<file path="config.mk">
export PLATFORM = sky130hd
export DESIGN_NAME = ssc_id_stream_regs
export DESIGN_NICKNAME = d
export VERILOG_FILES = /design/src/shared/ssc_pkg.sv /design/src/design/ssc_id_stream_regs.sv /design/src/design/ssc_addr_step.sv
export SDC_FILE = /design/constraint.sdc
export NUM_CORES = 1
export LEC_CHECK = 0
export BUFFER_PORTS_ARGS = -buffer_cell sky130_fd_sc_hd__buf_2
export CORE_AREA = 4 4 95 97
export DETAILED_ROUTE_END_ITERATION = 10
export DIE_AREA = 0 0 99 101
export PLACE_DENSITY = 0.77
export SLEW_MARGIN = 20
export SYNTH_ARGS = -nofsm -noshare
export SYNTH_HDL_FRONTEND = slang
export SYNTH_SLANG_ARGS = --single-unit
</file>
<file path="constraint.sdc">
create_clock -name clk_i -period 3.6 [get_ports clk_i]
set_clock_uncertainty 0.2 [all_clocks]
set_input_delay 0.72 -clock clk_i [delete_from_list [all_inputs] [get_ports clk_i]]
set_output_delay 0.72 -clock clk_i [all_outputs]
set_load 0.02 [all_outputs]
</file>
<file path="src/shared/ssc_pkg.sv">
// What this block does
// Chip class byte: low nibble holds family class code, upper nibble reads zero.
// Host identifies the part from class code together with part code.
// Low byte of the sixteen-bit part code is a read-only byte.
// High byte of the part code is read-only at the next address.
// Grade byte: test grade in bits 7..4, silicon revision in 3..0.
// Scratch byte resets to zero, stores writes, reads back, nothing else.
// Serial interface protocol revision is a fixed read-only byte.
// Low byte of the sixteen-bit maker code is read-only.
// High byte of the maker code is read-only at the next address.
// Nonzero loop count returns address to start after that many data bytes.
// Loop count matters only in streaming, ignored in single-instruction access.
// Loop count zero disables looping; address wraps at register space limits.
// Host expects at most 255 bytes per looped segment.
// Lane mode bits 7..6: 00 single lane, 01 dual lane.
// Retain bit clear clears loop count at each transaction end.
// Retain bit set keeps loop count across transactions.
// Access mode zero streams with address stepping; one is single-instruction.
// Direction zero decrements address per byte; one increments.
// Writes to read-only registers and reserved bits ignored; reserved reads zero.
package ssc_pkg;

  localparam int ADDR_W = 15;

  // Register offsets
  localparam logic [14:0] OFS_FAMILY_CLASS = 15'h0003;
  localparam logic [14:0] OFS_PART_LOW = 15'h0004;
  localparam logic [14:0] OFS_PART_HIGH = 15'h0005;
  localparam logic [14:0] OFS_GRADE_REV = 15'h0006;
  localparam logic [14:0] OFS_SCRATCH = 15'h000a;
  localparam logic [14:0] OFS_IF_REVISION = 15'h000b;
  localparam logic [14:0] OFS_MAKER_LOW = 15'h000c;
  localparam logic [14:0] OFS_MAKER_HIGH = 15'h000d;
  localparam logic [14:0] OFS_LOOP_COUNT = 15'h000e;
  localparam logic [14:0] OFS_XFER_CFG = 15'h000f;

  // Field positions
  localparam int POS_LANE_MODE = 6;
  localparam int POS_KEEP_LOOP = 2;

  // Lane mode codes
  localparam logic [1:0] LANE_SINGLE = 2'h0;
  localparam logic [1:0] LANE_DUAL = 2'h1;

  // Writable bits of the transfer configuration byte
  localparam logic [7:0] XFER_WR_MASK = 8'hc4;

  // Values after reset
  localparam logic [7:0] RST_SCRATCH = 8'h00;
  localparam logic [7:0] RST_LOOP_COUNT = 8'h00;
  localparam logic [7:0] RST_XFER_CFG = 8'h00;

  // Identity defaults; values are arbitrary
  localparam logic [3:0] DEF_FAMILY_CLASS = 4'h7;
  localparam logic [15:0] DEF_PART_CODE = 16'h1234;
  localparam logic [3:0] DEF_GRADE = 4'h1;
  localparam logic [3:0] DEF_REVISION = 4'h2;
  localparam logic [7:0] DEF_IF_REVISION = 8'h21;
  localparam logic [15:0] DEF_MAKER_CODE = 16'ha5c3;

  typedef struct packed {
    logic [1:0] lane_mode;
    logic [2:0] rsvd_hi;
    logic keep_loop;
    logic [1:0] rsvd_lo;
  } ssc_xfer_cfg_t;

  typedef struct packed {
    logic single_instr;
    logic ascending;
    logic [7:0] loop_len;
  } ssc_step_ctl_t;

  typedef struct packed {
    logic [14:0] addr;
    logic [7:0] count;
  } ssc_pos_t;

endpackage

</file>
<file path="src/design/ssc_id_stream_regs.sv">
`timescale 1ns/1ps
module ssc_id_stream_regs
  import ssc_pkg::*;
#(
  parameter logic [3:0] FAMILY_CLASS = DEF_FAMILY_CLASS,
  parameter logic [15:0] PART_CODE = DEF_PART_CODE,
  parameter logic [3:0] GRADE = DEF_GRADE,
  parameter logic [3:0] REVISION = DEF_REVISION,
  parameter logic [7:0] IF_REVISION = DEF_IF_REVISION,
  parameter logic [15:0] MAKER_CODE = DEF_MAKER_CODE
)
(
  input wire logic clk_i,
  input wire logic reset_n_i,
  input wire logic soft_reset_i,
  input wire logic txn_start_i,
  input wire logic [14:0] start_addr_i,
  input wire logic byte_valid_i,
  input wire logic byte_write_i,
  input wire logic [7:0] byte_wdata_i,
  input wire logic txn_end_i,
  input wire logic single_instruction_i,
  input wire logic addr_ascending_i,
  output logic [14:0] access_addr_o,
  output logic [7:0] rdata_o,
  output logic rdata_valid_o,
  output logic rdata_hit_o,
  output logic [1:0] lane_mode_o,
  output logic [7:0] loop_count_o,
  output logic in_txn_o
);

  typedef enum logic [1:0] {
    ST_IDLE = 2'b01,
    ST_ACTIVE = 2'b10
  } ssc_state_t;

  // Transaction sequencing state
  ssc_state_t state_q;
  ssc_state_t state_d;
  ssc_pos_t pos_q;
  ssc_pos_t pos_d;
  logic [14:0] start_q;
  logic [14:0] start_d;

  // Register state
  logic [7:0] scratch_q;
  logic [7:0] scratch_d;
  logic [7:0] loop_q;
  logic [7:0] loop_d;
  ssc_xfer_cfg_t xfer_q;
  ssc_xfer_cfg_t xfer_d;

  // Read path state
  logic [7:0] rdata_q;
  logic [7:0] rdata_d;
  logic rvalid_q;
  logic rvalid_d;
  logic rhit_q;
  logic rhit_d;

  logic data_byte;
  logic wr_byte;
  logic rd_byte;
  ssc_step_ctl_t step_ctl;
  ssc_pos_t step_next;
  logic [7:0] rmux;
  logic rmux_hit;

  // Bytes outside a transaction are not data and are dropped
  assign data_byte = (state_q == ST_ACTIVE) && byte_valid_i;
  assign wr_byte = data_byte && byte_write_i;
  assign rd_byte = data_byte && !byte_write_i;

  // Loop length read live, so a stream may reprogram it mid-flight
  assign step_ctl.single_instr = single_instruction_i;
  assign step_ctl.ascending = addr_ascending_i;
  assign step_ctl.loop_len = loop_q;

  ssc_addr_step u_step (
    .cur_i(pos_q),
    .start_addr_i(start_q),
    .ctl_i(step_ctl),
    .next_o(step_next)
  );

  // Sequencing
  always_comb begin
    state_d = state_q;
    pos_d = pos_q;
    start_d = start_q;
    unique case (state_q)
      ST_IDLE: begin
        if (txn_start_i) begin
          state_d = ST_ACTIVE;
          pos_d.addr = start_addr_i;
          pos_d.count = 8'h00;
          start_d = start_addr_i;
        end
      end
      ST_ACTIVE: begin
        if (byte_valid_i) begin
          pos_d = step_next;
        end
        if (txn_end_i) begin
          state_d = ST_IDLE;
        end
      end
    endcase
    // Start wins over a byte and an end, soft reset wins over start: a new frame restarts the address
    if (txn_start_i) begin
      state_d = ST_ACTIVE;
      pos_d.addr = start_addr_i;
      pos_d.count = 8'h00;
      start_d = start_addr_i;
    end
    if (soft_reset_i) begin
      state_d = ST_IDLE;
      pos_d = '0;
      start_d = '0;
    end
  end

  always_ff @(posedge clk_i or negedge reset_n_i) begin
    if (!reset_n_i) begin
      state_q <= ST_IDLE;
      pos_q <= '0;
      start_q <= 15'h0000;
    end else begin
      state_q <= state_d;
      pos_q <= pos_d;
      start_q <= start_d;
    end
  end

  // Writable registers
  always_comb begin
    scratch_d = scratch_q;
    loop_d = loop_q;
    xfer_d = xfer_q;
    if (wr_byte) begin
      unique case (pos_q.addr)
        OFS_SCRATCH: scratch_d = byte_wdata_i;
        OFS_LOOP_COUNT: loop_d = byte_wdata_i;
        // Reserved bits never take a written one
        OFS_XFER_CFG: xfer_d = byte_wdata_i & XFER_WR_MASK;
        default: ;
      endcase
    end
    // A byte written in the closing cycle counts before the clear
    if (txn_end_i && (state_q == ST_ACTIVE) && !xfer_d.keep_loop) begin
      loop_d = RST_LOOP_COUNT;
    end
    if (soft_reset_i) begin
      scratch_d = RST_SCRATCH;
      loop_d = RST_LOOP_COUNT;
      xfer_d = RST_XFER_CFG;
    end
  end

  always_ff @(posedge clk_i or negedge reset_n_i) begin
    if (!reset_n_i) begin
      scratch_q <= RST_SCRATCH;
      loop_q <= RST_LOOP_COUNT;
      xfer_q <= RST_XFER_CFG;
    end else begin
      scratch_q <= scratch_d;
      loop_q <= loop_d;
      xfer_q <= xfer_d;
    end
  end

  // Read decode
  always_comb begin
    rmux = 8'h00;
    rmux_hit = 1'b1;
    unique case (pos_q.addr)
      OFS_FAMILY_CLASS: rmux = {4'h0, FAMILY_CLASS};
      OFS_PART_LOW: rmux = PART_CODE[7:0];
      OFS_PART_HIGH: rmux = PART_CODE[15:8];
      OFS_GRADE_REV: rmux = {GRADE, REVISION};
      OFS_SCRATCH: rmux = scratch_q;
      OFS_IF_REVISION: rmux = IF_REVISION;
      OFS_MAKER_LOW: rmux = MAKER_CODE[7:0];
      OFS_MAKER_HIGH: rmux = MAKER_CODE[15:8];
      OFS_LOOP_COUNT: rmux = loop_q;
      OFS_XFER_CFG: rmux = xfer_q & XFER_WR_MASK;
      default: begin
        // Other offsets belong to neighbouring logic
        rmux = 8'h00;
        rmux_hit = 1'b0;
      end
    endcase
  end

  always_comb begin
    rdata_d = rdata_q;
    rvalid_d = 1'b0;
    rhit_d = rhit_q;
    if (rd_byte) begin
      rdata_d = rmux;
      rvalid_d = 1'b1;
      rhit_d = rmux_hit;
    end
    if (soft_reset_i) begin
      rdata_d = 8'h00;
      rvalid_d = 1'b0;
      rhit_d = 1'b0;
    end
  end

  always_ff @(posedge clk_i or negedge reset_n_i) begin
    if (!reset_n_i) begin
      rdata_q <= 8'h00;
      rvalid_q <= 1'b0;
      rhit_q <= 1'b0;
    end else begin
      rdata_q <= rdata_d;
      rvalid_q <= rvalid_d;
      rhit_q <= rhit_d;
    end
  end

  assign access_addr_o = pos_q.addr;
  assign rdata_o = rdata_q;
  assign rdata_valid_o = rvalid_q;
  assign rdata_hit_o = rhit_q;
  // Lane count is held in a flop; the serial shell follows it
  assign lane_mode_o = xfer_q.lane_mode;
  assign loop_count_o = loop_q;
  assign in_txn_o = (state_q == ST_ACTIVE);

endmodule

</file>
<file path="src/design/ssc_addr_step.sv">
`timescale 1ns/1ps
module ssc_addr_step
  import ssc_pkg::*;
(
  input wire ssc_pos_t cur_i,
  input wire logic [14:0] start_addr_i,
  input wire ssc_step_ctl_t ctl_i,
  output ssc_pos_t next_o
);

  logic [7:0] count_inc;
  logic [14:0] addr_inc;
  logic [14:0] addr_dec;

  assign count_inc = cur_i.count + 8'h01;
  // Modulo arithmetic gives the wrap at both ends of the space
  assign addr_inc = cur_i.addr + 15'h0001;
  assign addr_dec = cur_i.addr - 15'h0001;

  always_comb begin
    next_o = cur_i;
    if (ctl_i.single_instr) begin
      // No stepping and no looping in single-instruction access
      next_o = cur_i;
    end else if (ctl_i.loop_len != 8'h00 && count_inc == ctl_i.loop_len) begin
      next_o.addr = start_addr_i;
      next_o.count = 8'h00;
    end else begin
      next_o.addr = ctl_i.ascending ? addr_inc : addr_dec;
      next_o.count = count_inc;
    end
  end

endmodule

</file>
; Yosys cells after proc, flatten, opt, wreduce, memory -nomap -nowiden
; Cells that the tools add are included.
; Widths: inputs -> output; s select.
[classes]
addsub = 3
eq_ne = 17
n_mux = 31
reduce_logical = 23
[ops]
columns = cell, n
row1 = $mux 23, 6
row2 = $mux 8, 12
row3 = $eq 15x4->1 const B, 6
row4 = $pmux 8 s9, 1
row5 = $eq 15x3->1 const B, 3
row6 = $mux 15, 3
row7 = $add 15x1->15 const B, 1
row8 = $eq 15x2->1 const B, 1
row9 = $sub 15x1->15 const B, 1
row10 = $ne 4x4->1 const B, 3
row11 = $reduce_bool 2->1, 5
row12 = $reduce_or 10->1, 1
row13 = $add 8x1->8 const B, 1
row14 = $eq 8x8->1, 1
row15 = $mux 2, 4
row16 = $reduce_and 2->1, 4
row17 = $reduce_bool 8->1, 1
row18 = $logic_and 1x1->1, 6
row19 = $reduce_bool 3->1, 2
row20 = $mux 1, 5
row21 = $ne 3x3->1 const B, 1
row22 = $reduce_and 3->1, 1
row23 = $eq 2x1->1 const B, 1
row24 = $eq 2x2->1 const B, 1
row25 = other kinds (2), 3
[word_totals]
ff_bits = 69
input_bits = 32
output_inout_bits = 36
elab_cells = 85

; Logic depth before layout (Yosys ltp)
; Gate-level depths: netlist of the first run.
[depth]
depth_word = 9
ltp_mapped = 9
depth_no_buf = 9

; Hierarchy
; Synthesis of the first run repeated with hierarchy kept, for this count alone.
[unflattened]
cells_unflattened = 591
hier_area_um2 = 5212.5
[by_module_without_submodules]
columns = module, n_inst, cells_each, area_each_um2, seq_area_each_um2
row1 = ssc_id_stream_regs, 1, 351, 3633.5, 1727.9
row2 = ssc_addr_step, 1, 240, 1579.0, 0.0

; Least setup slack after synthesis of the first run
; No wires, ideal clock.
[synth_path]
path_type = input -> register
start = in addr_ascending_i
end = reg pos_q, in the netlist access_addr_o[12]
arrival_ns = 2.820
required_time_ns = 3.316
path_slack_ns = 0.496
cell_stages = 9
path_cell_list = inv_1 -> fa_1 -> a21o_1 -> a221oi_1 -> o21ai_0 -> o31ai_1 -> xnor2_1 -> mux2i_1 -> o22ai_1
[synth_between]
elab_chain_len = 7
[synth_rtl]
columns = element, line_no
row1 = "start, declared", ssc_id_stream_regs.sv:23  ; input wire logic addr_ascending_i,
row2 = $mux 15, ssc_addr_step.sv:29  ; next_o.addr = ctl_i.ascending ? addr_inc : addr_dec;
row3 = $mux 23, ssc_addr_step.sv:25  ; end else if (ctl_i.loop_len != 8'h00 && count_inc == ctl_i.loop_len) begin
row4 = $mux 23, ssc_addr_step.sv:22  ; if (ctl_i.single_instr) begin
row5 = $mux 23, ssc_id_stream_regs.sv:102  ; if (byte_valid_i) begin
row6 = $mux 23, ssc_id_stream_regs.sv:92  ; unique case (state_q)
row7 = $mux 23, ssc_id_stream_regs.sv:111  ; if (txn_start_i) begin
row8 = $mux 23, ssc_id_stream_regs.sv:117  ; if (soft_reset_i) begin
row9 = "end signal, assigned", ssc_id_stream_regs.sv:131  ; pos_q <= pos_d;
row10 = "end, declared", ssc_id_stream_regs.sv:41  ; ssc_pos_t pos_q;
; Every way passes these cells. The select of a mux whose other input is x is not followed.
; A chain may end at the register's enable or synchronous reset.

; Worst setup path in the final report of the first run
[layout_path]
start = in addr_ascending_i
end = reg pos_q, in the netlist access_addr_o[13]
; The elaborated chain is that of the path after synthesis.

==> flow_metrics.env, run 1 <==
export IMPL_detailedRoute_firstPassIterationCount=5
export IMPL_total_power_uw=1901
export IMPL_crit_slowest_cell="ha_1"
export IMPL_max_slew_margin_pct=34.40
export IMPL_routed_wl_mm=11.28
export IMPL_track_usage_pct=23.83
export IMPL_cts_root_buffer="clkbuf_8"
export IMPL_cts_sink_count=69
export IMPL_whs_path_depth=2
export IMPL_crit_chain="buf_2 -> inv_1 -> ha_1 -> a21oi_1 -> o22ai_1 -> a221o_1 -> a31oi_1 -> xor2_1 -> or3_1 -> a221oi_2"
export IMPL_grt_pass1_vias=3784
export IMPL_ir_drop_mv=0.2217
export IMPL_r2r_end="access_addr_o[11]"
export IMPL_worst_pin_slew_ns=0.9803
export IMPL_hold_buffers=0
export IMPL_cpPeakStageDelay_ns=0.40
export IMPL_cp_required_ns=3.67
export IMPL_fp_dieW_um=99
export IMPL_dpl_hpwl_mm=8.103
export IMPL_cts_buffers=9
export IMPL_synth_area_leaders="dfrtp_1 38%, mux2i_1 9.7%, nor2_1 4.2%, ha_1 3.9%, a21oi_1 3.8%"
export IMPL_syn_area_per_cell_sq_um=9.285
export IMPL_ant_nets=0
export IMPL_status="finished clean"
export IMPL_power_per_cell_area_nw_per_um2=383.5
export IMPL_syn_area_sq_um=4438
export IMPL_synth_edff_count=0
export IMPL_max_cap_viol_count=0
export IMPL_clkTransAtPathRegs_ns=0.08
export IMPL_tns_ns=0
export IMPL_synth_flop_cell="dfrtp_1"
export IMPL_hold_end="rdata_o[4]"
export IMPL_rr_worst_depth=8
export IMPL_finalHoldViolations=0
export IMPL_setup_viol=0
export IMPL_via_per_inst=6.042
export IMPL_min_period_ns=3.112
export IMPL_max_freq_mhz=321.4
export IMPL_syn_nets=525
export IMPL_insertedDiodeCount=0
export IMPL_r2r_setup_slack_ns=0.80
export IMPL_drtIter0Drc=292
export IMPL_place_gp_congestion=0.9496
export IMPL_crit_type="primary input to flip-flop"
export IMPL_pin_count=68
export IMPL_rows=33
export IMPL_fp_dieH_um=101
export IMPL_async_flop_share_pct=100.0
export IMPL_rsz0062_at_grt="false"
export IMPL_post_cts_setup_buffers=0
export IMPL_ys_warn_count=0
export IMPL_synth_ff_latch_count=69
export IMPL_p_leak_uw=0.002332
export IMPL_ys_types=65
export IMPL_drv_slew=0
export IMPL_antenna_found_initial=0
export IMPL_area_growth_pct=11.67
export IMPL_grt_max_degree=70
export IMPL_cts_tree="yes"
export IMPL_clock_path_buffers=2
export IMPL_grt_ovfl_total=0
export IMPL_cp_data_arrival_time_ns=3.18
export IMPL_fin_util_pct=60.93
export IMPL_end_kind="flip-flop"
export IMPL_synth_top_area_cell="dfrtp_1"
export IMPL_hp_class="flip-flop to flip-flop"
export IMPL_port_buffers=67
export IMPL_r2r_start="access_addr_o[3]"
export IMPL_ctsResizeCount=0
export IMPL_avgRoutedWirePerCell_um=17.74
export IMPL_worstHoldStart="rdata_o[4]"
export IMPL_grt_pass1_wl_mm=19.24
export IMPL_num_vias=3843
export IMPL_synth_top_cell_area_share_pct=38.34
export IMPL_yosysSeqAreaShare_pct=38.93
export IMPL_start_util_pct=54.56
export IMPL_fin_crit_sh_pct=86.43
export IMPL_postSynthCellCount=478
export IMPL_clk_latency_ns=0.36
export IMPL_die_area_sq_um=9999
export IMPL_h_tree_depth=3
export IMPL_drcViolationCount=0
export IMPL_placeableCoreArea_sq_um=8134
export IMPL_nNetsFinal=573
export IMPL_path_max_fanout=14
export IMPL_cp_start_kind="primary input"
export IMPL_drive_above_1_share_pct=20.53
[sequential cells by signal, summed over array words and instances, names as in the netlist]
signal	cells
access_addr_o	15
lane_mode_o	2
loop_count_o	8
pos_q	8
rdata_hit_o	1
rdata_o	8
rdata_valid_o	1
scratch_q	8
start_q	15
state_q	2
xfer_q	1
[how the worst max path moves through the flow]
stage,startpoint,end,cells after the start
2_1_floorplan,addr_ascending_i,access_addr_o[12],9
3_5_place_dp,addr_ascending_i,access_addr_o[13],10
4_1_cts,addr_ascending_i,access_addr_o[13],10
3_3_place_gp,addr_ascending_i,access_addr_o[13],10
6_report,addr_ascending_i,access_addr_o[13],10
5_1_grt,addr_ascending_i,access_addr_o[13],10
[per-stage QoR]
step / setup slack, ns / hold WS [ns] / cell area, sq um / cells
global placement: 0.2666 / 0.2553 / 4758 / 620
floorplan: 0.4963 / 0.2244 / 4438 / 478
detailed placement: 0.1720 / 0.2656 / 4758 / 620
CTS: 0.5217 / 0.2851 / 4956 / 636
finish: 0.4884 / 0.2819 / 4956 / 636
global route: 0.3137 / 0.3030 / 4956 / 636
[critical path, delay by kind of cell]
kind            cells  cell delay [ns]
xor+xnor            1             0.09
compound gates      5             1.10
fa+ha+maj           1             0.40
buf+inv             2             0.50
simple gates        1             0.36
[synthesized netlist by cell type (6+ instances only)]
library cell,instances
a21o_1,8
a21oi_1,34
a22oi_1,11
and3_1,7
buf_4,18
clkbuf_1,15
dfrtp_1,68
ha_1,14
inv_1,6
mux2i_1,43
nand2_1,39
nand3_1,8
nor2_1,50
nor3_1,9
o21ai_0,19
o21ai_1,7
o22ai_1,11
xnor2_1,13
xor2_1,10
[cells by family after synthesis]
family	count (synthesis)	synth area share, %
fa+ha+maj	15	4.398
xor+xnor	23	4.539
compound gates	127	18.80
mux	44	9.952
flops	69	38.93
buf+inv	47	5.582
simple gates	153	17.79
[cell type report]
cell class,instances,area [sq um]
Clock inverter,7,73.82
Sequential cell,69,1728
Inverter,7,26.28
Timing Repair Buffer,77,410.4
Fill cell,658,3178
Multi-Input combinational cell,362,2462
Clock buffer,9,123.9
Tap cell,105,131.4
[metal layers]
layer	vias to the layer above	wire (um)	global-route usage [%]	part of all wire, %
met5	-	0	0	0
met4	0	165	6.618	1.5
met3	20	795	5.329	7.0
met2	156	5410	37.96	48
met1	1839	4909	32.82	44
li1	1828	-	-	-
[layout by cell type, fill, tap and decap left out, types with 5 or more instances in the layout]
cell / netlist / routed
o21ai_1: 7 / 7
nand2b_1: 5 / 5
a32o_1: 5 / 5
nand3_1: 8 / 8
buf_4: 18 / 10
mux2i_1: 43 / 43
dfrtp_1: 68 / 68
a21o_1: 8 / 8
nand2_1: 39 / 39
inv_1: 6 / 6
o22ai_1: 11 / 11
nor2_1: 50 / 50
nor3_1: 9 / 9
a22oi_1: 11 / 11
a21oi_1: 34 / 34
buf_2: 3 / 67
xnor2_1: 13 / 13
o21ai_0: 19 / 19
ha_1: 14 / 14
clkbuf_8: 0 / 9
nor3b_1: 5 / 5
xor2_1: 10 / 10
a31oi_1: 5 / 5
and3_1: 7 / 7
[report_power, final]
part           switching, uW  internal [uW]  total, uW  leakage [uW]
registers               39.8            802        842      0.000936
logic                    249            163        412       0.00130
clock network            325            322        647     0.0000996
total                    613           1290       1900       0.00233
(Power assumes the default switching activity.)
==> run 2: changes to the inputs <==
- clock period: 3.6 -> 3.4 ns (I/O delays scaled with it)
==> flow_metrics.env, run 2 (synthesized netlist as in run 1, its figures left out) <==
export IMPL_p_int_uw=1527
export IMPL_share_clk_of_total_power_pct=37.7
export IMPL_grt_max_degree=70
export IMPL_final_setup_worst_slack_ns=0.3386
export IMPL_ir_drop_mv=0.2788
export IMPL_place_gp_congestion=0.8790
export IMPL_clkTransAtPathRegs_ns=0.08
export IMPL_cp_start_kind="primary input"
export IMPL_placeableCoreArea_sq_um=8134
export IMPL_end_kind="flip-flop"
export IMPL_cp_required_ns=3.47
export IMPL_hold_end="rdata_o[5]"
export IMPL_max_slew_margin_pct=27.96
export IMPL_area_growth_pct=14.29
export IMPL_cts_root_buffer="clkbuf_8"
export IMPL_ant_nets=0
export IMPL_cp_data_arrival_time_ns=3.13
export IMPL_drtIter0Drc=230
export IMPL_detailedRoute_firstPassIterationCount=5
export IMPL_post_place_ws_ns=-0.008805
export IMPL_worst_pin_slew_ns=1.077
export IMPL_cts_tree="yes"
export IMPL_hold_buffers=0
export IMPL_hp_class="flip-flop to flip-flop"
export IMPL_via_per_inst=6.046
export IMPL_layout_common_cells="68 x dfrtp_1, 67 x buf_2, 50 x nor2_1, 43 x mux2i_1, 39 x nand2_1"
export IMPL_drcViolationCount=0
export IMPL_port_buffers=67
export IMPL_drv_slew=0
export IMPL_post_cts_setup_buffers=0
export IMPL_clk_latency_ns=0.35
export IMPL_routed_wl_mm=12.11
export IMPL_seqPwrFrac_pct=40.6
export IMPL_netSwitchingPower_uw=653.8
export IMPL_finalHoldViolations=0
export IMPL_antenna_found_initial=0
export IMPL_grt_ovfl_total=0
export IMPL_fp_dieW_um=99
export IMPL_clock_path_buffers=2
export IMPL_path_max_fanout=13
export IMPL_crit_type="primary input to flip-flop"
export IMPL_track_usage_pct=25.07
export IMPL_cts_buffers=9
export IMPL_max_cap_viol_count=0
export IMPL_r2r_setup_slack_ns=0.64
export IMPL_max_freq_mhz=326.6
export IMPL_avgRoutedWirePerCell_um=18.75
export IMPL_layout_commonest_cell="dfrtp_1"
export IMPL_whs_path_depth=2
export IMPL_worstHoldStart="rdata_o[5]"
export IMPL_fp_dieH_um=101
export IMPL_cts_sink_count=69
export IMPL_pwr_share_comb_pct=21.7
export IMPL_rsz0062_at_grt="false"
export IMPL_grt_pass1_wl_mm=20.03
export IMPL_dpl_hpwl_mm=8.738
export IMPL_drive_above_1_share_pct=21.81
export IMPL_start_util_pct=54.56
export IMPL_rr_worst_depth=6
export IMPL_h_tree_depth=3
export IMPL_num_vias=3906
export IMPL_ctsResizeCount=0
export IMPL_min_period_ns=3.061
export IMPL_grt_pass1_vias=3910
export IMPL_r2r_end="loop_count_o[4]"
export IMPL_setup_viol=0
export IMPL_insertedDiodeCount=0
export IMPL_fin_util_pct=62.36
export IMPL_die_area_sq_um=9999
export IMPL_cpPeakStageDelay_ns=0.42
export IMPL_r2r_start="access_addr_o[6]"
export IMPL_swShare_pct=29.98
export IMPL_p_leak_uw=0.002397
export IMPL_rows=33
export IMPL_nNetsFinal=583
export IMPL_power_per_cell_area_nw_per_um2=430.0
export IMPL_crit_slowest_cell="a221oi_1"
export IMPL_pin_count=68
export IMPL_status="finished clean"
export IMPL_crit_chain="buf_2 -> inv_1 -> ha_1 -> a21o_1 -> a221oi_1 -> o21ai_0 -> o31ai_1 -> xnor2_1 -> mux2i_1 -> o22ai_1"
export IMPL_fin_crit_sh_pct=90.04
-- run 2: changes by cell type in the layout (fill, tap and decap cells not counted), sizes merged --
cell	before	now
buf	77	87
clkinv	4	1
bufinv	1	3
clkbuf	9	10
-- run 2: area by class of cell --
type	count	area [sq um]
tap	105	131.4
clock inverter	6	111.4
fill	710	3062
sequential	69	1728
clock buffer	10	127.6
timing repair buffer	87	485.5
multi-input combinational	362	2462
inverter	7	26.28
-- run 2: worst max path at each step --
stage | start | end | slack [ns] | cells past startpoint
after CTS | addr_ascending_i | access_addr_o[12] | 0.35 | 10
after floorplan | addr_ascending_i | access_addr_o[12] | 0.34 | 9
after global placement | addr_ascending_i | access_addr_o[12] | 0.07 | 10
after global routing | addr_ascending_i | access_addr_o[12] | 0.09 | 10
after detailed placement | addr_ascending_i | access_addr_o[12] | -0.009 | 10
final | addr_ascending_i | access_addr_o[12] | 0.34 | 10
-- run 2: power by group through the flow --
stage | sequential [uW] | combinational [uW] | clock [uW]
finish | 885 | 474 | 822
global route | 889 | 521 | 867
CTS | 885 | 473 | 834
detailed placement | 901 | 469 | 0
global placement | 901 | 465 | 0
floorplan | 890 | 331 | 0
-- run 2: critical path, delay by kind of cell --
kind / cells / cell delay [ns]
compound gates: 5 / 1.29
buf+inv: 2 / 0.52
fa+ha+maj: 1 / 0.39
xor+xnor: 1 / 0.15
mux: 1 / 0.08
-- run 2: stage by stage --
stage               instances  area (sq um)  hold slack, ns   TNS (ns)  total power, uW
floorplan                 478          4438          0.1844          0             1221
global placement          630          4833          0.2561          0             1365
detailed placement        630          4833          0.2664  -0.008805             1370
CTS                       646          5072          0.2853          0             2191
global route              646          5072          0.3041          0             2278
finish                    646          5072          0.2808          0             2181
-- run 2: per-layer routing --
layer	GRT usage, %	share of wire, %
met1	34.14	45
met2	40.70	48
met3	5.260	5.7
met4	6.828	1.1
met5	0	0
